--- src/lmac_defines.vh ---
`ifndef LMAC_DEFINES_VH
`define LMAC_DEFINES_VH
// Functional notes
// Cycle start: address, code on bus, row out
// Address latch strobe and row strobe provided
// Then bus carries data, row/col bus column
// Bus line 31 is most significant bit
// Address field selects one of 128M long-words
// Half bit: 0 lower word, 1 upper word
// Row/col bits chosen by mode and map select
// Map select sampled on fourth quarter phase
// Modes 00..11 select 64K..4M addressing
// Mode gives 16, 8, 4, 2 banks
// Row time: line n carries bit n+12+mode
// Column, select 0: line n carries n+4
// 64K mode bits 12..16 output twice
// Column, select 1: lines 1..10 carry n+3
// Cycle code on lowest four bus lines
// Codes 00xx: other cycles class
// Codes 01xx: VRAM class
// Codes 1xxx: processor class, 1111 never issued
// Reset vector fetch loads mode bits
// Select 1 lines 0, 11, 12 per table
// Mode bits held constant within one cycle

// ====================================================
// Bus layout
`define LMAC_BUS_W 32
`define LMAC_RCA_W 13
`define LMAC_ADDR_W 27
`define LMAC_CODE_W 4
`define LMAC_HALF_BIT 4
`define LMAC_BANK_W 4

// ====================================================
// Address mapping bases
`define LMAC_ROW_BASE 12
`define LMAC_COL_BASE 4
`define LMAC_MAP1_BASE 3
`define LMAC_BANK_BASE 5'h14

// ====================================================
// Quarter phases and event timing
`define LMAC_Q1 2'h0
`define LMAC_Q2 2'h1
`define LMAC_Q3 2'h2
`define LMAC_Q4 2'h3
`define LMAC_ADDR_LATCH_STROBE_FALL_Q `LMAC_Q1
`define LMAC_ROW_FALL_Q `LMAC_Q2
`define LMAC_MAP_SAMPLE_Q `LMAC_Q4
`define LMAC_COL_FALL_Q `LMAC_Q1
`define LMAC_END_Q `LMAC_Q4

// ====================================================
// Cycle codes, classes, mode
`define LMAC_CODE_RESERVED 4'hf
`define LMAC_CLASS_OTHER 2'h0
`define LMAC_CLASS_VRAM 2'h1
`define LMAC_CLASS_CPU 2'h2
`define LMAC_MODE_64K 2'h0
`define LMAC_MODE_256K 2'h1
`define LMAC_MODE_1M 2'h2
`define LMAC_MODE_4M 2'h3
`define LMAC_MODE_RESET 2'h0
`define LMAC_VEC_MODE0_BIT 1
`define LMAC_VEC_MODE1_BIT 2
`endif

--- src/lmac_addr_cycle.v ---
`timescale 1ns/10ps
`default_nettype none
`include "lmac_defines.vh"

module lmac_addr_cycle #(
  parameter [1:0] MODE_RESET = `LMAC_MODE_RESET
) (
  input wire CLK_I,
  input wire RST_N_I,
  input wire CYC_REQ_I,
  input wire [`LMAC_ADDR_W-1:0] CYC_ADDR_I,
  input wire CYC_HALF_I,
  input wire [`LMAC_CODE_W-1:0] CYC_CODE_I,
  input wire CYC_WR_I,
  input wire [`LMAC_BUS_W-1:0] CYC_WDATA_I,
  input wire VEC_LOAD_I,
  input wire [3:0] VEC_DATA_I,
  input wire CFG_WR_I,
  input wire [1:0] CFG_MODE_I,
  input wire COLUMN_MAP_SELECT_I,
  input wire [`LMAC_BUS_W-1:0] LOCAL_ADDR_DATA_BUS_I,
  output wire [`LMAC_BUS_W-1:0] LOCAL_ADDR_DATA_BUS_O,
  output wire LOCAL_ADDR_DATA_BUS_OE_O,
  output wire ADDR_LATCH_STROBE_O,
  output wire ROW_STROBE_N_O,
  output wire COL_STROBE_N_O,
  output wire [`LMAC_RCA_W-1:0] ROW_COL_ADDR_BUS_O,
  output wire [`LMAC_BANK_W-1:0] BANK_SEL_O,
  output wire [1:0] ROWCOL_MODE_O,
  output wire COL_MAP_SAMPLED_O,
  output wire [1:0] CYC_CLASS_O,
  output wire CYC_BUSY_O,
  output wire CYC_DONE_O,
  output wire CYC_REJECT_O,
  output wire [`LMAC_BUS_W-1:0] RD_DATA_O,
  output wire RD_VALID_O
);

  // ====================================================
  // States
  localparam [1:0] ST_IDLE = 2'h0;
  localparam [1:0] ST_ADDR = 2'h1;
  localparam [1:0] ST_DATA = 2'h2;

  reg [1:0] state_r;
  reg [1:0] state_nxt;
  reg [1:0] q_r;
  reg [1:0] q_nxt;

  // ====================================================
  // Cycle holding registers
  reg [`LMAC_ADDR_W-1:0] addr_r;
  reg half_r;
  reg wr_r;
  reg [`LMAC_BUS_W-1:0] wdata_r;
  reg [1:0] mode_r;
  reg [1:0] cyc_mode_r;
  reg map_sel_r;

  // ====================================================
  // Output registers
  reg [`LMAC_BUS_W-1:0] lad_r;
  reg lad_oe_r;
  reg addr_latch_strobe_r;
  reg row_n_r;
  reg col_n_r;
  reg [`LMAC_RCA_W-1:0] rca_r;
  reg [`LMAC_BANK_W-1:0] bank_r;
  reg [1:0] class_r;
  reg busy_r;
  reg done_r;
  reg reject_r;
  reg [`LMAC_BUS_W-1:0] rd_data_r;
  reg rd_valid_r;

  // ====================================================
  // Pin synchronisers
  reg map_s1_r;
  reg map_s2_r;
  reg [`LMAC_BUS_W-1:0] lad_s1_r;
  reg [`LMAC_BUS_W-1:0] lad_s2_r;

  always @(posedge CLK_I) begin
    if (!RST_N_I) begin
      map_s1_r <= 1'b0;
      map_s2_r <= 1'b0;
      lad_s1_r <= {`LMAC_BUS_W{1'b0}};
      lad_s2_r <= {`LMAC_BUS_W{1'b0}};
    end else begin
      map_s1_r <= COLUMN_MAP_SELECT_I;
      map_s2_r <= map_s1_r;
      lad_s1_r <= LOCAL_ADDR_DATA_BUS_I;
      lad_s2_r <= lad_s1_r;
    end
  end

  // ====================================================
  // Phase decode
  // Every strobe event is one state and one quarter phase
  function phase_hit;
    input in_state;
    input [1:0] q;
    input [1:0] want_q;
    begin
      phase_hit = in_state && (q == want_q);
    end
  endfunction

  // ====================================================
  // Request qualification
  wire in_idle = (state_r == ST_IDLE);
  wire in_addr = (state_r == ST_ADDR);
  wire in_data = (state_r == ST_DATA);
  // reserved code never goes out
  wire req_bad = in_idle && CYC_REQ_I && (CYC_CODE_I == `LMAC_CODE_RESERVED);
  wire req_ok = in_idle && CYC_REQ_I && (CYC_CODE_I != `LMAC_CODE_RESERVED);
  wire map_take = phase_hit(in_addr, q_r, `LMAC_MAP_SAMPLE_Q);
  wire cyc_end = phase_hit(in_data, q_r, `LMAC_END_Q);
  wire addr_latch_strobe_fall = phase_hit(in_addr, q_r, `LMAC_ADDR_LATCH_STROBE_FALL_Q);
  wire row_fall = phase_hit(in_addr, q_r, `LMAC_ROW_FALL_Q);
  wire col_fall = phase_hit(in_data, q_r, `LMAC_COL_FALL_Q);

  // ====================================================
  // Mapper inputs
  // Idle presents the incoming request so the row is ready at once
  wire [`LMAC_BUS_W-1:0] req_laddr = {CYC_ADDR_I, CYC_HALF_I, 4'h0};
  wire [`LMAC_BUS_W-1:0] cyc_laddr = {addr_r, half_r, 4'h0};
  wire [`LMAC_BUS_W-1:0] map_laddr = in_idle ? req_laddr : cyc_laddr;
  wire [1:0] map_mode = in_idle ? mode_r : cyc_mode_r;
  // Sampled select feeds the column in the same edge
  wire map_sel = map_take ? map_s2_r : map_sel_r;
  wire [`LMAC_RCA_W-1:0] map_rca;
  wire [`LMAC_BANK_W-1:0] map_bank;

  // mode and select drive mapping
  lmac_rca_map u_map (
    .mode_i(map_mode),
    .map_sel_i(map_sel),
    .col_i(map_take),
    .laddr_i(map_laddr),
    .rca_o(map_rca),
    .bank_o(map_bank)
  );

  // ====================================================
  // Class decode
  function [1:0] code_class;
    input [`LMAC_CODE_W-1:0] code;
    begin
      // class by top bits
      if (code[3]) begin
        code_class = `LMAC_CLASS_CPU;
      end else if (code[2]) begin
        code_class = `LMAC_CLASS_VRAM;
      end else begin
        code_class = `LMAC_CLASS_OTHER;
      end
    end
  endfunction

  // ====================================================
  // Sequencer next state
  always @* begin
    state_nxt = state_r;
    q_nxt = q_r + 2'h1;
    case (state_r)
      ST_IDLE: begin
        q_nxt = `LMAC_Q1;
        if (req_ok) begin
          state_nxt = ST_ADDR;
        end
      end
      ST_ADDR: begin
        if (q_r == `LMAC_Q4) begin
          state_nxt = ST_DATA;
        end
      end
      ST_DATA: begin
        if (q_r == `LMAC_Q4) begin
          state_nxt = ST_IDLE;
        end
      end
      default: begin
        state_nxt = ST_IDLE;
        q_nxt = `LMAC_Q1;
      end
    endcase
  end

  // ====================================================
  // Mode bits
  // Software may change the mode at any time; a cycle keeps its copy
  // two bits pick array size
  always @(posedge CLK_I) begin
    if (!RST_N_I) begin
      mode_r <= MODE_RESET;
    // reset vector loads mode
    end else if (VEC_LOAD_I) begin
      mode_r <= {VEC_DATA_I[`LMAC_VEC_MODE1_BIT], VEC_DATA_I[`LMAC_VEC_MODE0_BIT]};
    end else if (CFG_WR_I) begin
      mode_r <= CFG_MODE_I;
    end
  end

  // ====================================================
  // Cycle registers
  always @(posedge CLK_I) begin
    if (!RST_N_I) begin
      state_r <= ST_IDLE;
      q_r <= `LMAC_Q1;
      addr_r <= {`LMAC_ADDR_W{1'b0}};
      half_r <= 1'b0;
      wr_r <= 1'b0;
      wdata_r <= {`LMAC_BUS_W{1'b0}};
      cyc_mode_r <= `LMAC_MODE_RESET;
      map_sel_r <= 1'b0;
      lad_r <= {`LMAC_BUS_W{1'b0}};
      lad_oe_r <= 1'b0;
      rca_r <= {`LMAC_RCA_W{1'b0}};
      bank_r <= {`LMAC_BANK_W{1'b0}};
    end else begin
      state_r <= state_nxt;
      q_r <= q_nxt;
      if (req_ok) begin
        addr_r <= CYC_ADDR_I;
        half_r <= CYC_HALF_I;
        wr_r <= CYC_WR_I;
        wdata_r <= CYC_WDATA_I;
        // mode frozen per cycle
        cyc_mode_r <= mode_r;
        // address word
        lad_r <= {CYC_ADDR_I, CYC_HALF_I, CYC_CODE_I};
        lad_oe_r <= 1'b1;
        // row address out
        rca_r <= map_rca;
        bank_r <= map_bank;
      end
      if (map_take) begin
        // select sampled in Q4
        map_sel_r <= map_s2_r;
        // column address out
        rca_r <= map_rca;
        // bus turns to data
        lad_r <= wdata_r;
        lad_oe_r <= wr_r;
      end
      if (cyc_end) begin
        lad_oe_r <= 1'b0;
      end
    end
  end

  // ====================================================
  // Cycle status
  always @(posedge CLK_I) begin
    if (!RST_N_I) begin
      class_r <= `LMAC_CLASS_OTHER;
      busy_r <= 1'b0;
      done_r <= 1'b0;
      reject_r <= 1'b0;
    end else begin
      done_r <= 1'b0;
      // reserved code refused
      reject_r <= req_bad;
      if (req_ok) begin
        class_r <= code_class(CYC_CODE_I);
        busy_r <= 1'b1;
      end
      if (cyc_end) begin
        busy_r <= 1'b0;
        done_r <= 1'b1;
      end
    end
  end

  // ====================================================
  // Strobe registers
  // Each strobe has a single owner, so no two edges can fight
  always @(posedge CLK_I) begin
    if (!RST_N_I) begin
      addr_latch_strobe_r <= 1'b0;
      row_n_r <= 1'b1;
      col_n_r <= 1'b1;
    end else begin
      // latch strobe up
      if (req_ok) begin
        addr_latch_strobe_r <= 1'b1;
      // code valid at strobe fall
      end else if (addr_latch_strobe_fall) begin
        addr_latch_strobe_r <= 1'b0;
      end
      // row strobe falls
      if (row_fall) begin
        row_n_r <= 1'b0;
      end else if (cyc_end) begin
        row_n_r <= 1'b1;
      end
      // column strobe falls
      if (col_fall) begin
        col_n_r <= 1'b0;
      end else if (cyc_end) begin
        col_n_r <= 1'b1;
      end
    end
  end

  // ====================================================
  // Read data
  // Bus pin passes two flip-flops, so the word is two edges old
  always @(posedge CLK_I) begin
    if (!RST_N_I) begin
      rd_data_r <= {`LMAC_BUS_W{1'b0}};
      rd_valid_r <= 1'b0;
    end else begin
      rd_valid_r <= 1'b0;
      // read word taken
      if (cyc_end && !wr_r) begin
        rd_data_r <= lad_s2_r;
        rd_valid_r <= 1'b1;
      end
    end
  end

  // ====================================================
  // Outputs
  assign LOCAL_ADDR_DATA_BUS_O = lad_r;
  assign LOCAL_ADDR_DATA_BUS_OE_O = lad_oe_r;
  assign ADDR_LATCH_STROBE_O = addr_latch_strobe_r;
  assign ROW_STROBE_N_O = row_n_r;
  assign COL_STROBE_N_O = col_n_r;
  assign ROW_COL_ADDR_BUS_O = rca_r;
  assign BANK_SEL_O = bank_r;
  assign ROWCOL_MODE_O = mode_r;
  assign COL_MAP_SAMPLED_O = map_sel_r;
  assign CYC_CLASS_O = class_r;
  assign CYC_BUSY_O = busy_r;
  assign CYC_DONE_O = done_r;
  assign CYC_REJECT_O = reject_r;
  assign RD_DATA_O = rd_data_r;
  assign RD_VALID_O = rd_valid_r;

endmodule // lmac_addr_cycle
`default_nettype wire

--- src/lmac_rca_map.v ---
`timescale 1ns/10ps
`default_nettype none
`include "lmac_defines.vh"

module lmac_rca_map (
  input wire [1:0] mode_i,
  input wire map_sel_i,
  input wire col_i,
  input wire [`LMAC_BUS_W-1:0] laddr_i,
  output reg [`LMAC_RCA_W-1:0] rca_o,
  output wire [`LMAC_BANK_W-1:0] bank_o
);

  integer n;
  wire [`LMAC_BUS_W-1:0] bank_sh;

  // ====================================================
  // Row and column line mapping
  always @* begin
    rca_o = {`LMAC_RCA_W{1'b0}};
    for (n = 0; n < `LMAC_RCA_W; n = n + 1) begin
      // row bits shift
      if (!col_i) begin
        rca_o[n] = laddr_i[n + `LMAC_ROW_BASE + mode_i];
      // plain column
      end else if (!map_sel_i) begin
        rca_o[n] = laddr_i[n + `LMAC_COL_BASE];
      // remapped column
      end else begin
        rca_o[n] = laddr_i[n + `LMAC_MAP1_BASE];
      end
    end
    // edge lines table
    if (col_i && map_sel_i) begin
      case (mode_i)
        `LMAC_MODE_64K: begin
          rca_o[0] = laddr_i[4];
          rca_o[11] = laddr_i[22];
          rca_o[12] = laddr_i[23];
        end
        `LMAC_MODE_256K: begin
          rca_o[0] = laddr_i[4];
          rca_o[11] = laddr_i[14];
          rca_o[12] = laddr_i[26];
        end
        `LMAC_MODE_1M: begin
          rca_o[0] = laddr_i[4];
          rca_o[11] = laddr_i[14];
          rca_o[12] = laddr_i[15];
        end
        default: begin
          rca_o[0] = laddr_i[16];
          rca_o[11] = laddr_i[14];
          rca_o[12] = laddr_i[28];
        end
      endcase
    end
  end

  // ====================================================
  // Bank select
  // bits just above row
  assign bank_sh = laddr_i >> (`LMAC_BANK_BASE + {2'h0, mode_i, 1'b0});
  assign bank_o = bank_sh[`LMAC_BANK_W-1:0] & (4'hf >> mode_i);

endmodule // lmac_rca_map
`default_nettype wire
--- config.mk ---
export PLATFORM = sky130hd
export DESIGN_NAME = lmac_addr_cycle
export DESIGN_NICKNAME = d
export VERILOG_FILES = /design/src/lmac_addr_cycle.v /design/src/lmac_rca_map.v
export VERILOG_INCLUDE_DIRS = /design/src
export SDC_FILE = /design/constraint.sdc
export NUM_CORES = 1
export LEC_CHECK = 0
export ABC_AREA = 1
export BUFFER_PORTS_ARGS = -buffer_cell sky130_fd_sc_hd__buf_2
export CAP_MARGIN = 0
export CORE_MARGIN = 2
export CORE_UTILIZATION = 55
export CTS_BUF_LIST = sky130_fd_sc_hd__clkbuf_8
export CTS_CLUSTER_DIAMETER = 50
export DETAILED_ROUTE_END_ITERATION = 10
export GPL_TIMING_DRIVEN = 0
export PLACE_DENSITY = 0.81
export RECOVER_POWER = 100
export SLEW_MARGIN = 40
export SYNTH_ARGS = -nofsm -noshare
export SYNTH_HDL_FRONTEND = slang
export SYNTH_HIERARCHICAL = 1
export SYNTH_SLANG_ARGS = --single-unit
--- constraint.sdc ---
create_clock -name CLK_I -period 4.4 [get_ports CLK_I]
set_clock_uncertainty 0.15 [all_clocks]
set_input_delay 0.22 -clock CLK_I [delete_from_list [all_inputs] [get_ports CLK_I]]
set_output_delay 0.22 -clock CLK_I [all_outputs]
set_load 0.05 [all_outputs]
Word-level counts from Yosys, hierarchy flattened

Cells that the tools add are included.

Reduce and logical (&&, ||, !) cells: 24
Equality and inequality tests: 11
Magnitude comparators: 13
Bitwise logic cells: 2
Muxes and demuxes: 80
Shift-type cells: 2
Add/subtract/negate cells: 15

Operators with widths:

| operator            | number |
|---|---|
| $lt 32x6->1 const B | 13 |
| $mux 32             | 3 |
| $bmux 1 s5          | 13 |
| $add 5x2->6 const A | 9 |
| $mux 1              | 52 |
| $shr 32x5->4        | 1 |
| $mux 13             | 2 |
| $add 4x2->5 const A | 4 |
| $mux 2              | 8 |
| $pmux 2 s3          | 2 |
| $logic_and 1x1->1   | 10 |
| $reduce_bool 2->1   | 5 |
| $eq 2x1->1 const B  | 3 |
| $eq 2x2->1 const B  | 3 |
| $logic_not 2->1     | 3 |
| $ne 2x1->1 const B  | 3 |
| $add 5x3->5 const A | 1 |
| $and 4x4->4         | 1 |
| $eq 4x4->1 const B  | 1 |
| $ne 4x4->1 const B  | 1 |
| $reduce_or 2->1     | 2 |
| $shr 4x2->4 const A | 1 |
| $reduce_and 3->1    | 1 |
| $reduce_or 3->1     | 1 |
| 4 further kinds     | 4 |

Input bits: 109
Register bits: 227
Output and inout port bits: 94

Depth between registers and ports, before layout

Word-level depth: 9
Depth in mapped cells: 18
Depth with buffers taken out: 14

Hierarchy

Netlist, hierarchy kept.

By module, submodules not included:

| module          | seq. area each (µm²) | times used | cells each | area an instance (µm²) |
|---|---|---|---|---|
| lmac_addr_cycle | 4,544.4              | 1          | 1,094      | 8,216.6 |
| lmac_rca_map    | 0.0                  | 1          | 183        | 955.9 |

Worst setup path after synthesis

Ideal clock, no wire load.

Kind: reg-to-reg
Start: reg state_r[0]
End: reg rca_r[5] (netlist: ROW_COL_ADDR_BUS_O[5])
Buffers on the path: 4
Data required time: 4,134 ps
Arrival time: 2,658 ps
Setup time: 116 ps
Setup slack: 1,476 ps
Stages on the path, launching flop included: 18
Cells stage by stage: dfxtp_1 -> inv_1 -> ha_1 -> buf_2 -> clkbuf_1 -> o21ai_0 -> inv_2 -> buf_6 -> ha_1 -> buf_2 -> inv_2 -> nand3_1 -> nand3_1 -> nand2_1 -> nand2_1 -> nand2_1 -> nor2_1 -> nor2_1

Cells in the longest elaborated chain, start to end: 8

RTL lines:

| item                     | RTL line              | text |
|---|---|---|
| start: declaration       | lmac_addr_cycle.v:45  | `reg [1:0] state_r;` |
| start signal: assignment | lmac_addr_cycle.v:222 | `state_r <= state_nxt;` |
| $logic_not 2->1 *        | lmac_addr_cycle.v:111 | `wire in_idle = (state_r == ST_IDLE);` |
| $mux 2 *                 | lmac_addr_cycle.v:129 | `wire [1:0] map_mode = in_idle ? mode_r : cyc_mode_r;` |
| via map_mode[0]          | lmac_addr_cycle.v:129 |  |
| $add 5x2->6 *            | lmac_rca_map.v:24     | `` rca_o[n] = laddr_i[n + `LMAC_ROW_BASE + mode_i]; `` |
| $bmux 1 s5 *             | lmac_rca_map.v:24     |  |
| $mux 1 *                 | lmac_rca_map.v:24     |  |
| $mux 1 *                 | lmac_rca_map.v:23     | `if (!col_i) begin` |
| via map_rca[5]           | lmac_addr_cycle.v:132 | `` wire [`LMAC_RCA_W-1:0] map_rca; `` |
| $mux 13                  | lmac_addr_cycle.v:224 | `if (req_ok) begin` |
| $mux 13 *                | lmac_addr_cycle.v:238 | `if (map_take) begin` |
| end signal: assignment   | lmac_addr_cycle.v:219 | `` rca_r <= {`LMAC_RCA_W{1'b0}}; `` |
| end signal: assignment   | lmac_addr_cycle.v:235 | `rca_r <= map_rca;` |
| end signal: assignment   | lmac_addr_cycle.v:242 | `rca_r <= map_rca;` |
| end: declaration         | lmac_addr_cycle.v:67  | `` reg [`LMAC_RCA_W-1:0] rca_r; `` |

Mark *: on every way through the listed nets, which the timed path passes. The rest lies on a longest branch. The select of a mux whose other input is x is not followed.
A chain may end at the register's enable or synchronous reset.

Final worst setup path

Start: reg state_r[1]
End: reg lad_r[25] (netlist: LOCAL_ADDR_DATA_BUS_O[25])

Cells in the longest elaborated chain, start to end: 4

RTL lines:

| item                               | RTL line              | text |
|---|---|---|
| $logic_not 2->1                    | lmac_addr_cycle.v:111 |  |
| $logic_and 1x1->1 (2 in series)    | lmac_addr_cycle.v:116 | `` wire req_ok = in_idle && CYC_REQ_I && (CYC_CODE_I != `LMAC_CODE_RESERVED); `` |
| $reduce_bool 2->1 (no source line) | -                     |  |
| end signal: assignment             | lmac_addr_cycle.v:217 | `` lad_r <= {`LMAC_BUS_W{1'b0}}; `` |
| end signal: assignment             | lmac_addr_cycle.v:232 | `lad_r <= {CYC_ADDR_I, CYC_HALF_I, CYC_CODE_I};` |
| end signal: assignment             | lmac_addr_cycle.v:244 | `lad_r <= wdata_r;` |
| end: declaration                   | lmac_addr_cycle.v:62  | `` reg [`LMAC_BUS_W-1:0] lad_r; `` |

Several ways; a longest one is shown, not always the timed one.

==> impl_metrics.tcl <==
set metrics [dict create \
    drive_gt1_frac 0.121 \
    vias 9915 \
    synth_fp_nets 1385 \
    slew_headroom 0.252 \
    peakVddDrop_uv 344 \
    die_area_um2 17600 \
    clk_pin_slew_ns 0.07 \
    place_ws_ns 0.928 \
    cts_num_sinks 225 \
    period_share 0.897 \
    fin_crit_ns 3.95 \
    antenna_found_initial 0 \
    chipHeight_um 133 \
    r2r_end "LOCAL_ADDR_DATA_BUS_O[25]$_SDFFE_PN0P_" \
    dieWidth_um 133 \
    cts_resized 0 \
    drt-total-wl_mm 31.2 \
    grt_pass1_wl_mm 49.5 \
    hold_start "RST_N_I" \
    htree_levels 2 \
    fmax_mhz 253 \
    boundaryPins 203 \
    rows 46 \
    r2r_slack_ns 0.45 \
    grt_max_degree 17 \
    overflow 0 \
    maxCapViolCount 0 \
    fin_area_um2 12000 \
    fin_tns_setup_ns 0 \
    coreArea_um2 16000 \
    reg2reg_from "state_r[1]$_SDFFE_PN0P_" \
    grt_pass1_vias 9978 \
    worstSetupPathType "register to register" \
    drc 0 \
    finalPower_uw 5000 \
    hpwl_mm 18.6 \
    p_leak_uw 0.00586 \
    fin_util 0.749 \
    syn_area_um2 9090 \
    syn-instance-count 1264 \
    rsz0062_at_grt "no" \
    min_to "wr_r$_SDFFE_PN0P_" \
    syn_area_per_cell_um2 7.19 \
    grt_usage 0.351 \
    cts-root-buf "clkbuf_8" \
    cts_buffers 37 \
    setup_ws_ns 0.453 \
    min_path_cells 4 \
    final-setup-viol-count 0 \
    crit_fanout 10 \
    drtAntennaViolNets 0 \
    final_max_slew_viol_count 0 \
    cts.path.max_buffers 3 \
    status "finished clean" \
    cts_tree "done" \
    pwr_density_cell_nw_per_um2 417 \
    post_drt_wl_per_cell_um 16.9 \
    arrival_ns 4.20 \
    reg2reg_depth 12 \
    place.gp.congestion 0.913 \
    insertion_delay_ns 0.55 \
    hold_buffers 106 \
    drt_iter0_drc 940 \
    area_delta_synth_final_pct 31.9 \
    nets 1730 \
    hp-class "primary input to register" \
    max_slew.worst_pin.slew_ns 1.11 \
    synth_warnings 6 \
    initial_core_util 0.568 \
    setup.worst_path.start_class "register" \
    place_area_um2 10400 \
    cp-end-kind "register" \
    post_cts_buffers 0 \
    io_buffers 200 \
    hold_violations 0 \
    cp.required_ns 4.65 \
    firstDrtPassIters 6 \
    vias_per_cell 5.37 \
]
## per-layer routing
metal  wire length (um)  track usage
met2              15300        0.616
met4               1850        0.223
met5                  0            0
met3               2580       0.0747
met1              11400        0.386
## flip-flops by register name, summed over array words and instances, names as in the netlist, 2 cells and up
| name | flops |
|---|---|
| cyc_mode_r | 2 |
| LOCAL_ADDR_DATA_BUS_O | 32 |
| q_r | 2 |
| BANK_SEL_O | 4 |
| state_r | 2 |
| addr_r | 25 |
| ROW_COL_ADDR_BUS_O | 13 |
| wdata_r | 32 |
| lad_s2_r | 32 |
| lad_s1_r | 32 |
| RD_DATA_O | 32 |
| CYC_CLASS_O | 2 |
| ROWCOL_MODE_O | 2 |
## cells in the final DEF (no fill, tap or decap), drive strengths merged
cell         instances
clkbuf             198
dlygate4sd3        106
ha                  12
or2                  2
a31oi                2
dfxtp              225
buf                125
nor2               220
o21ai              143
nand3               37
o22ai                3
a21oi              101
clkinvlp             1
o21bai               1
nand2              309
inv                136
nor4                 1
o211ai               5
clkinv               3
diode                1
## how the worst max path moves through the flow
stage,startpoint,to,depth (start not counted),slack [ns]
after floorplan,state_r[0]$_SDFFE_PN0P_,ROW_COL_ADDR_BUS_O[5]$_SDFFE_PN0P_,17,1.49
after global placement,state_r[0]$_SDFFE_PN0P_,ROW_COL_ADDR_BUS_O[7]$_SDFFE_PN0P_,17,0.95
after detailed placement,state_r[1]$_SDFFE_PN0P_,ROW_COL_ADDR_BUS_O[7]$_SDFFE_PN0P_,17,0.93
after CTS,state_r[1]$_SDFFE_PN0P_,ROW_COL_ADDR_BUS_O[7]$_SDFFE_PN0P_,17,0.85
after global routing,state_r[0]$_SDFFE_PN0P_,ROW_COL_ADDR_BUS_O[2]$_SDFFE_PN0P_,12,0.26
final,state_r[1]$_SDFFE_PN0P_,LOCAL_ADDR_DATA_BUS_O[25]$_SDFFE_PN0P_,12,0.45
## cell type report
cell class	instances	area (um2)
Buffer	76	352
Antenna cell	1	2.50
Multi-Input combinational cell	836	3710
Fill cell	1224	4020
Inverter	127	478
Tap cell	216	270
Sequential cell	225	4500
Clock inverter	13	75.1
Timing Repair Buffer	306	1940
Clock buffer	47	647
## power by group
group          switching, uW  internal (uW)  total, uW  leakage, uW
logic                    651            309        960      0.00360
clock network            851            963       1810     0.000407
registers               61.6           2160       2220      0.00185
## through the flow
step | std cells | hold slack (ns)
floorplan | 1264 | 0.168
global placement | 1680 | 0.243
detailed placement | 1680 | 0.248
CTS | 1846 | 0.0778
global route | 1846 | 0.154
finish | 1847 | 0.111
## critical path: stages, from the launching register on
cell and delay [ns]:
dfxtp_1 0.34, inv_1 0.11, ha_1 0.19, clkbuf_1 0.33, nand2_1 0.16, inv_1 0.09
o21ai_0 0.39, nand2_2 0.18, clkbuf_1 0.59, clkinvlp_2 0.67, clkbuf_2 0.39, nand2_1 0.14
a21oi_1 0.07
(Power assumes the default switching activity.)
